<file path="src/cac_pkg.sv">
// constants shared by both ends of the anticollision command link
// ==========================================================================
// Summary of operation
// - inventory start is bytes 06h then 00h
// - ready tag enters inventory, draws label, replies
// - inventory start answered with no slot compare
// - slot round is bytes 06h then 04h
// - slot round acted on only in inventory
// - slot round draws slot index 0 to 15
// - slot index held until next draw
// - slot round reply only when index zero
// - slot probe byte: low nibble 6, high index
// - slot probe reply only on index match
// - reader runs slot round then slot probes
// - reader uses inventory start alone for one tag; the bench runs rounds and probes with its one tag
// - reader repeats rounds until all identified; the bench runs a fixed three rounds
// - before selection only four commands accepted
// - return command sends selected tag to inventory
`default_nettype none
package cac_pkg;
  localparam logic [7:0] CMD_PREFIX = 8'h06;
  localparam logic [7:0] CMD_INIT_SUB = 8'h00;
  localparam logic [7:0] CMD_ROUND_SUB = 8'h04;
  localparam logic [3:0] PROBE_LOW = 4'h6;
  localparam logic [7:0] CMD_SELECT = 8'h0e;
  localparam logic [7:0] CMD_RETURN = 8'h0c;
  localparam logic [7:0] SOF_MARK = 8'ha5;
  localparam logic [7:0] EOF_MARK = 8'h5a;
  localparam logic [7:0] LFSR_SEED = 8'h01;
  localparam logic [15:0] CRC_INIT = 16'h6363;
  localparam logic [15:0] CRC_POLY = 16'h8408;
  localparam int BYTE_BITS = 8;
  localparam int CLK_DIV = 4;  // half period of the link clock in system clocks
  typedef enum logic [1:0] {
    CAC_READY = 2'b00,
    CAC_INVENTORY = 2'b01,
    CAC_SELECTED = 2'b10
  } cac_tag_state_e;
  // one byte of the crc, lsb first
  function automatic logic [15:0] cac_crc_byte(input logic [15:0] crc, input logic [7:0] d);
    logic [15:0] c;
    c = crc;
    for (int i = 0; i < 8; i++) begin
      c = (c[0] ^ d[i]) ? ((c >> 1) ^ CRC_POLY) : (c >> 1);
    end
    return c;
  endfunction
endpackage
`default_nettype wire

</file>
<file path="src/cac_link_if.sv">
// bit serial link between reader and tag, reader drives the clock
`default_nettype none
interface cac_link_if;
  logic link_clk;
  logic req_frame;
  logic req_data;
  logic ans_frame;
  logic ans_data;
  modport reader(output link_clk, output req_frame, output req_data,
                 input ans_frame, input ans_data);
  modport tag(input link_clk, input req_frame, input req_data,
              output ans_frame, output ans_data);
endinterface
`default_nettype wire

</file>
<file path="src/cac_tag.sv">
// tag end: decodes anticollision commands and answers with its label
`default_nettype none
module cac_tag (
  // clock and reset
  input wire logic sys_clk_in,
  input wire logic reset_in,
  // link
  cac_link_if.tag link,
  // user side
  output logic [7:0] label_out,
  output logic [1:0] state_out
);
  import cac_pkg::*;

  // true when a closed frame carried the two opcode bytes given
  function automatic logic is_pair(input logic [7:0] first, input logic [7:0] second,
                                   input logic [7:0] c0, input logic [7:0] c1,
                                   input logic [1:0] count);
    return (first == c0) && (second == c1) && (count >= 2'h2);
  endfunction

  // ==========================================================================
  // input synchronisers
  // two stages before any use; the link clock is only sampled, never used as a clock
  logic [2:0] s1, s2;
  logic clk_d;
  always_ff @(posedge sys_clk_in or posedge reset_in) begin
    if (reset_in) begin
      s1 <= 3'h0;
      s2 <= 3'h0;
      clk_d <= 1'b0;
    end else begin
      s1 <= {link.link_clk, link.req_frame, link.req_data};
      s2 <= s1;
      clk_d <= s2[2];
    end
  end
  // edge flags of the link clock; the reader launches on falls and samples on rises
  wire rise = s2[2] & ~clk_d;
  wire fall = ~s2[2] & clk_d;

  // ==========================================================================
  // receive: bytes lsb first while frame high, frame end closes request
  logic [7:0] sh, next_sh;
  logic [7:0] b0, next_b0;
  logic [7:0] b1, next_b1;
  logic [3:0] bc, next_bc;
  logic [1:0] nb, next_nb;
  logic infr, next_infr;
  logic done;
  always_comb begin
    next_sh = sh;
    next_bc = bc;
    next_nb = nb;
    next_b0 = b0;
    next_b1 = b1;
    next_infr = infr;
    done = 1'b0;
    if (rise) begin
      if (s2[1]) begin
        next_infr = 1'b1;
        next_sh = {s2[0], sh[7:1]};
        next_bc = bc + 4'h1;
        // a full byte: keep the first two, later crc bytes are only counted
        if (bc == 4'h7) begin
          next_bc = 4'h0;
          if (nb == 2'h0) next_b0 = {s2[0], sh[7:1]};
          if (nb == 2'h1) next_b1 = {s2[0], sh[7:1]};
          if (nb != 2'h3) next_nb = nb + 2'h1;
        end
      // the frame closes on the first rise with frame low, so no length field is needed
      end else if (infr) begin
        done = 1'b1;
        next_infr = 1'b0;
        next_bc = 4'h0;
        next_nb = 2'h0;
      end
    end
  end

  // ==========================================================================
  // command decode, tag state and label
  cac_tag_state_e st, next_st;
  logic [7:0] label, next_label;
  logic [7:0] lfsr, next_lfsr;
  logic reply;
  // free-running lfsr; the draw depends on when a command ends, which differs per tag
  always_comb begin
    next_lfsr = {lfsr[6:0], lfsr[7] ^ lfsr[5] ^ lfsr[4] ^ lfsr[3]};
  end
  always_ff @(posedge sys_clk_in or posedge reset_in) begin
    if (reset_in) lfsr <= LFSR_SEED;
    else lfsr <= next_lfsr;
  end
  // crc bytes are trailing; only the first two bytes, opcodes and the select label, are decoded
  always_comb begin
    next_st = st;
    next_label = label;
    reply = 1'b0;
    if (done) begin
      unique case (st)
        // only the inventory start leaves ready; everything else is ignored
        CAC_READY: begin
          if (is_pair(b0, b1, CMD_PREFIX, CMD_INIT_SUB, nb)) begin
            next_st = CAC_INVENTORY;
            next_label = lfsr;
            reply = 1'b1;
          end
        end
        CAC_INVENTORY: begin
          if (is_pair(b0, b1, CMD_PREFIX, CMD_INIT_SUB, nb)) begin
            next_label = lfsr;
            reply = 1'b1;
          end else if (is_pair(b0, b1, CMD_PREFIX, CMD_ROUND_SUB, nb)) begin
            next_label = {label[7:4], lfsr[3:0]};
            reply = (lfsr[3:0] == 4'h0);
          end else if (b0[3:0] == PROBE_LOW && b0[7:4] != 4'h0) begin
            reply = (b0[7:4] == label[3:0]);
          end else if (b0 == CMD_SELECT && b1 == label) begin
            next_st = CAC_SELECTED;
            reply = 1'b1;
          end
        end
        // a selected tag listens only for the return to search
        CAC_SELECTED: begin
          if (b0 == CMD_RETURN) next_st = CAC_INVENTORY;
        end
        default: next_st = CAC_READY;
      endcase
    end
  end

  // ==========================================================================
  // answer shifter: sof, label, crc low, crc high, eof on link falling edges
  logic [39:0] tx, next_tx;
  logic [5:0] tc, next_tc;
  logic af, next_af;
  logic ad, next_ad;
  logic [15:0] crc;
  always_comb begin
    crc = ~cac_crc_byte(CRC_INIT, next_label);
    next_tx = tx;
    next_tc = tc;
    next_af = af;
    next_ad = ad;
    // a reply restarts the shifter; the link is half duplex so none is in flight
    if (reply) begin
      next_tx = {EOF_MARK, crc[15:8], crc[7:0], next_label, SOF_MARK};
      next_tc = 6'd40;
    end else if (fall) begin
      if (tc != 6'h0) begin
        next_af = 1'b1;
        next_ad = tx[0];
        next_tx = {1'b0, tx[39:1]};
        next_tc = tc - 6'h1;
      end else begin
        // frame low after the last bit so the reader sees the answer end
        next_af = 1'b0;
        next_ad = 1'b0;
      end
    end
  end

  // registers of the tag
  // outputs take the next values so they leave straight from flip-flops
  always_ff @(posedge sys_clk_in or posedge reset_in) begin
    if (reset_in) begin
      sh <= 8'h0;
      bc <= 4'h0;
      nb <= 2'h0;
      b0 <= 8'h0;
      b1 <= 8'h0;
      infr <= 1'b0;
      st <= CAC_READY;
      label <= 8'h0;
      tx <= 40'h0;
      tc <= 6'h0;
      af <= 1'b0;
      ad <= 1'b0;
      label_out <= 8'h0;
      state_out <= 2'h0;
    end else begin
      sh <= next_sh;
      bc <= next_bc;
      nb <= next_nb;
      b0 <= next_b0;
      b1 <= next_b1;
      infr <= next_infr;
      st <= next_st;
      label <= next_label;
      tx <= next_tx;
      tc <= next_tc;
      af <= next_af;
      ad <= next_ad;
      label_out <= next_label;
      state_out <= next_st;
    end
  end
  assign link.ans_frame = af;
  assign link.ans_data = ad;
endmodule // cac_tag
`default_nettype wire

</file>
<file path="src/flat_wrapper.sv">
// flat-port wrapper written by rule: the top's interface ports become plain ports
module cac_tag_flat import cac_pkg::*;
  (sys_clk_in, reset_in, label_out, state_out, link_link_clk, link_req_frame, link_req_data, link_ans_frame, link_ans_data);
  cac_link_if link_i ();
  input wire logic sys_clk_in;
  input wire logic reset_in;
  output logic [7:0] label_out;
  output logic [1:0] state_out;
  input wire logic [$bits(link_i.link_clk)-1:0] link_link_clk;
  input wire logic [$bits(link_i.req_frame)-1:0] link_req_frame;
  input wire logic [$bits(link_i.req_data)-1:0] link_req_data;
  output wire logic [$bits(link_i.ans_frame)-1:0] link_ans_frame;
  output wire logic [$bits(link_i.ans_data)-1:0] link_ans_data;
  assign link_i.link_clk = link_link_clk;
  assign link_i.req_frame = link_req_frame;
  assign link_i.req_data = link_req_data;
  assign link_ans_frame = link_i.ans_frame;
  assign link_ans_data = link_i.ans_data;
  cac_tag u_core (.sys_clk_in(sys_clk_in), .reset_in(reset_in), .link(link_i), .label_out(label_out), .state_out(state_out));
endmodule
</file>
<file path="config.mk">
export PLATFORM = sky130hd
export DESIGN_NAME = cac_tag_flat
export DESIGN_NICKNAME = d
export VERILOG_FILES = /design/src/cac_pkg.sv /design/src/cac_link_if.sv /design/src/cac_tag.sv /design/src/flat_wrapper.sv
export SDC_FILE = /design/constraint.sdc
export NUM_CORES = 1
export LEC_CHECK = 0
export ABC_AREA = 1
export BUFFER_PORTS_ARGS = -buffer_cell sky130_fd_sc_hd__buf_2
export CAP_MARGIN = 0
export CORE_AREA = 2 2 81 122
export CTS_CLUSTER_SIZE = 25
export DETAILED_ROUTE_END_ITERATION = 10
export DIE_AREA = 0 0 83 124
export GPL_TIMING_DRIVEN = 0
export PLACE_DENSITY = 0.71
export SYNTH_ARGS = -nofsm -noshare
export SYNTH_HDL_FRONTEND = slang
export SYNTH_SLANG_ARGS = --single-unit
</file>
<file path="constraint.sdc">
create_clock -name sys_clk_in -period 3.1 [get_ports sys_clk_in]
set_clock_uncertainty 0.05 [all_clocks]
set_input_delay 0.31 -clock sys_clk_in [delete_from_list [all_inputs] [get_ports sys_clk_in]]
set_output_delay 0.31 -clock sys_clk_in [all_outputs]
set_load 0.02 [all_outputs]
</file>
---- After elaboration in Yosys (flattened, before gate mapping) ----
Index checks and enable logic that the tools add are counted.
operators by class
  add/sub/neg operators ................... 3
  magnitude comparators ................... 1
  equal/unequal tests ..................... 20
  muxes and demuxes ....................... 46
  bitwise logic cells ..................... 23
  reduce and logical (&&, ||, !) cells .... 23
operators with widths
  operator              number
  $mux W16              8
  $mux W40              3
  $mux W8               3
  $not A2 Y3            7
  $mux W2               10
  $mux W6               3
  $eq A8 B3 Y1 const B  2
  $eq A8 B4 Y1 const B  2
  $mux W4               4
  $not A16 Y16          1
  $pmux W8 S2           1
  $mux W1               12
  $ne A2 B2 Y1 const B  6
  $reduce_and A4 Y1     3
  $xor A1 B1 Y1         10
  $eq A4 B3 Y1 const B  2
  $eq A8 B8 Y1          1
  $logic_not A8 Y1      1
  $reduce_and A2 Y1     4
  $reduce_and A7 Y1     1
  $logic_and A1 B1 Y1   6
  $ne A2 B1 Y1 const B  3
  $pmux W2 S3           1
  $reduce_bool A2 Y1    3
  other kinds (14)      19
word-level totals
  bits in registers ....................... 104
  output and inout bits ................... 12
  logic and storage cells ................. 132

---- Logic depth before layout (Yosys ltp) ----
  depth in word-level cells ............... 24
  gate-level depth with buffers ........... 18
  mapped depth without buffers ............ 18

---- Worst setup path before layout ----
OpenSTA, ideal clock, no wires.
  kind .................................... flip-flop to flip-flop
  start point ............................. reg u_core.nb[0]
  end point ............................... reg u_core.tx[23]
  setup time .............................. 0.124 ns
  data arrival time ....................... 1.781 ns
  data required time ...................... 2.926 ns
  setup slack ............................. 1.145 ns
  cell stages (with the launch flop) ...... 15
  buffers on the path ..................... 1
  cell sequence ........................... dfrtp_1 -> inv_1 -> ha_1 -> inv_1 -> nand2_1 -> nand2_1 -> nor2_1 -> nand3_2 -> nor2_1 -> nor2_1 -> a21oi_4 -> nand2_4 -> buf_6 -> nor2_1 -> a21oi_2
on the way
  longest elaborated chain between the ends .. 17
  elaborated cells on any way between the ends .. 27
  those cells by class .................... order compare: 1; mux: 19; bitwise: 2; reduce/logical: 5
ends and longest elaborated chain
  element                   line            RTL
  start: declaration        cac_tag.sv:48   logic [1:0] nb, next_nb;
  start signal: assignment  cac_tag.sv:185  nb <= next_nb;
  $ge A2 B2 Y1 *            cac_tag.sv:19   return (first == c0) && (second == c1) && (count >= 2'h2);
  $logic_and A1 B1 Y1       cac_tag.sv:19
  $mux W4                   cac_tag.sv:114  end else if (is_pair(b0, b1, CMD_PREFIX, CMD_ROUND_SUB, nb)) begin
  $mux W8                   cac_tag.sv:111  if (is_pair(b0, b1, CMD_PREFIX, CMD_INIT_SUB, nb)) begin
  $pmux W8 S2               cac_tag.sv:101  unique case (st)
  $mux W8                   cac_tag.sv:100  if (done) begin
  $mux W16 (4 in series)    cac_pkg.sv:44   c = (c[0] ^ d[i]) ? ((c >> 1) ^ CRC_POLY) : (c >> 1);
  $xor A1 B1 Y1             cac_pkg.sv:44
  $mux W16 (4 in series)    cac_pkg.sv:44
  $not A16 Y16              cac_tag.sv:141  crc = ~cac_crc_byte(CRC_INIT, next_label);
  $mux W40                  cac_tag.sv:147  if (reply) begin
  end signal: assignment    cac_tag.sv:191  tx <= next_tx;
  end: declaration          cac_tag.sv:135  logic [39:0] tx, next_tx;
Mark *: on every way between the ends. The rest lies on a longest branch, timed or not.
A chain may end at the register's enable or synchronous reset.

---- Worst setup path after layout ----
  start point ............................. reg u_core.nb[0]
  end point ............................... reg u_core.tx[21]
on the way
  longest elaborated chain between the ends .. 15
  elaborated cells on any way between the ends .. 25
  those cells by class .................... order compare: 1; mux: 17; bitwise: 2; reduce/logical: 5
ends and longest elaborated chain
  element                 line
  $ge A2 B2 Y1 *          cac_tag.sv:19
  $logic_and A1 B1 Y1     cac_tag.sv:19
  $mux W4                 cac_tag.sv:114
  $mux W8                 cac_tag.sv:111
  $pmux W8 S2             cac_tag.sv:101
  $mux W8                 cac_tag.sv:100
  $xor A1 B1 Y1           cac_pkg.sv:44
  $mux W16 (6 in series)  cac_pkg.sv:44
  $not A16 Y16            cac_tag.sv:141
  $mux W40                cac_tag.sv:147
Marked as above.

==> impl_metrics.py <==
metrics = {
    "clock_network": {
        "post_cts_resized": 0,
        "clk_root_buffer_cell": "clkbuf_16",
        "clk_pin_slew_worst_paths_ns": 0.07,
        "tritoncts": "yes",
        "cts_inserted_buffers": 9,
        "cts_sinks": 102,
        "cts-root-to-sink-buffers": 2,
        "h-tree-depth": 3,
        "cts_post_setup_buffers_inserted": 0,
        "source_to_sink_clock_delay_at_the_later_pin_of_the_worst_skew_pair_ns": 0.35,
    },
    "synth": {
        "postSynthCellCount": 524,
        "postSynthRegisterBits": 102,
        "synth-edff-count": 0,
        "synth_largest_type_area_fraction": 0.536,
        "synth.avg_cell_area_um2": 9.01,
        "seq_area_frac_synth": 0.541,
        "yosysTopAreaCell": "dfrtp_1",
        "syn_area_um2": 4720,
        "yosys_warnings": 0,
        "synthFlopType": "dfrtp_1",
        "async_flop_share": 1.00,
        "netlist_top_cells_area": "dfrtp_1 54%, nand2_1 11%, o21ai_0 5.1%, inv_1 5.0%, nor2_1 2.5%",
        "post_synth_num_cell_types": 45,
        "number_of_nets_produced_by_synthesis": 535,
    },
    "route": {
        "dr_total_vias": 3523,
        "wl_per_cell_um": 14.9,
        "drt_drc_violations_left": 0,
        "drt_first_pass_iters": 5,
        "ant_nets": 0,
        "iter_0_drt_violations": 181,
        "routed_via_density": 5.26,
        "wl_mm": 9.99,
    },
    "worst_setup_path": {
        "reg2regPathDepth": 15,
        "cp_required_ns": 3.30,
        "end_kind": "flip-flop",
        "critical_path.reg2reg.endpoint": "u_core.tx[21]",
        "reg2reg_setup_slack_ns": 0.75,
        "critPathArrivalTime_ns": 2.55,
        "path_class": "reg -> reg",
        "critPathLaunch": "u_core.nb[0]",
        "cp_cell_sequence": "inv_1, ha_1, inv_1, nand2_1, nand2_1, nor2_1, nand3_2, nor2_1, nor2_1, a21oi_4, nand2_4, inv_2, buf_6, nand2_1, o211ai_1",
        "biggest_cell_delay_along_the_critical_path_ns": 0.41,
        "largest_fanout_on_the_critical_path": 10,
        "worstSetupStartpointType": "flip-flop",
        "critPathSlowestCell": "dfrtp_1",
        "crit_path_end": "u_core.tx[21]",
        "rr_startpoint": "u_core.nb[0]",
    },
    "placement": {
        "gp_congestion": 0.862,
        "hpwlAfterDp_mm": 7.43,
        "place_inst": 653,
        "preCtsSetupSlack_ns": 0.769,
        "area_post_placement_um2": 4970,
        "placement.io_buffers": 16,
    },
    "timing": {
        "min_period_over_period": 0.757,
        "relSlewSlack": 0.568,
        "finalMaxSlewViolations": 0,
        "finalWorstSetupSlack_ns": 0.754,
        "grt_setup_unrepaired": "false",
        "finalWorstPathRequiredPeriod_ns": 2.35,
        "worstMarginPinSlew_ns": 0.647,
        "finalSetupViolCount": 0,
        "fmax_mhz": 426,
        "setup_tns_ns": 0,
        "report.final.hold_viol_count": 1,
        "fin_hold_ws_ns": -0.00106,
    },
    "global_routing": {
        "grt_antenna_before_repair": 0,
        "vias_in_the_first_global_route": 3591,
        "grt_max_degree": 54,
        "groute.usage.overall": 0.212,
        "wire_length_of_the_first_global_routing_pass_mm": 16.9,
        "globalRouteOverflowTotal": 0,
    },
    "layout": {
        "mostFrequentLayoutCell": "nand2_1",
        "mostFrequentLayoutCells": "134 x nand2_1, 101 x dfrtp_1, 62 x inv_1",
        "finish.instance_area_um2": 5260,
        "post_layout_nonfiller_instances": 670,
        "final_core_utilization": 0.572,
        "insertedDiodeCount": 0,
        "final_layout_size_suffix_gt1_frac": 0.167,
        "layout_net_count": 564,
        "fillerInstances": 799,
        "syn_to_final_growth_pct": 11.5,
    },
    "pwr": {
        "vdd.ir_drop.worst_mv": 0.309,
        "power_density_nw_per_um2": 509,
        "design_power_total_mw": 2.68,
        "leakagePower_nw": 2.61,
    },
    "die": {
        "design.core.area_um2": 9200,
        "chipWidth_um": 83,
        "die-area_um2": 10300,
        "initial_core_util": 0.513,
        "fp-row-count": 43,
        "pin_count": 17,
        "vert_die_dim_um": 124,
    },
    "hold_path": {
        "holdCritPathClass": "in -> async",
    },
    "run": {
        "maxCapViolations": 0,
    },
    "run_status": {
        "run_status": "finished, violations left",
        "failed_checks": "negative hold slack",
    },
}
synthesized netlist by cell type, types with 3 or more instances:
library cell  number
a22oi_1            3
xor2_1             5
a21oi_2            3
nand2_2           13
o21ai_0           48
dfrtp_1          101
o22ai_1            5
nor3_1             3
nand3_2            4
clkbuf_1           7
nand3_1           18
inv_2              9
xnor2_1            5
o211ai_1           8
inv_1             63
o21ai_1            7
nand2_1          134
nand4_1            5
ha_1               6
buf_6              4
a21oi_1            7
nand2_4            6
nor2_1            32
critical path, delay by kind of cell, from the launching register on:
| kind | cells | cell delay, ns |
|---|---|---|
| adder cells (fa/ha/maj) | 1 | 0.17 |
| buffers and inverters | 4 | 0.44 |
| AO/OA/AOI/OAI | 2 | 0.35 |
| AND/OR/NAND/NOR | 8 | 0.85 |
| flip-flops | 1 | 0.41 |
cell families after synthesis:
logic type | after synthesis | share of synthesized area
fa+ha+maj | 6 | 0.0159
simple gates | 226 | 0.223
xor+xnor | 10 | 0.0186
buf+inv | 86 | 0.0761
flops | 102 | 0.541
compound gates | 94 | 0.125
per-layer routing:
| layer | global-route usage | part of all wire | up-vias |
|---|---|---|---|
| met5 | 0 | 0 | - |
| met4 | 0.175 | 0.080 | 0 |
| met3 | 0.0398 | 0.034 | 40 |
| met2 | 0.356 | 0.48 | 84 |
| met1 | 0.234 | 0.40 | 1669 |
| li1 | - | - | 1730 |
how the worst min path moves through the flow:
stage,from,endpoint,slack (ns)
finish,reset_in,u_core.s1[0],-0.001
global route,link_link_clk,u_core.s1[2],0.0003
CTS,link_link_clk,u_core.s1[2],0.0007
detailed placement,u_core.s1[2],u_core.s2[2],0.30
global placement,u_core.s1[2],u_core.s2[2],0.28
floorplan,u_core.s1[0],u_core.s2[0],0.28
where the power goes:
group | switching, mW | internal (mW) | leakage, nW
Clock | 0.501 | 0.569 | 0.131
Sequential | 0.0403 | 1.38 | 1.39
Combinational | 0.127 | 0.0627 | 1.09
Total | 0.668 | 2.01 | 2.61
state kept, by name (all words and copies together) (netlist names):
name	cells
u_core.b0	8
u_core.tx	39
u_core.clk_d	1
u_core.state_out	2
u_core.tc	6
u_core.link.ans_data	1
u_core.sh	7
u_core.s1	3
u_core.label_out	8
u_core.s2	3
u_core.bc	4
u_core.b1	8
u_core.infr	1
u_core.lfsr	8
u_core.link.ans_frame	1
u_core.nb	2
final cells by class:
class	count	area [um2]	area share
Clock buffer	10	239	0.0454
Clock inverter	6	45.0	0.00856
Timing Repair Buffer	18	118	0.0223
Sequential cell	102	2550	0.485
Multi-Input combinational cell	336	1810	0.343
Tap cell	112	140	0.0266
Inverter	73	278	0.0528
Buffer	13	83.8	0.0159
what timing repair did:
action | CTS | global route
hold endpoints to repair | 1 | 0
hold buffers | 1 | 0
setup endpoints to repair | 0 | 0
Power figures use the tool's default switching activity.
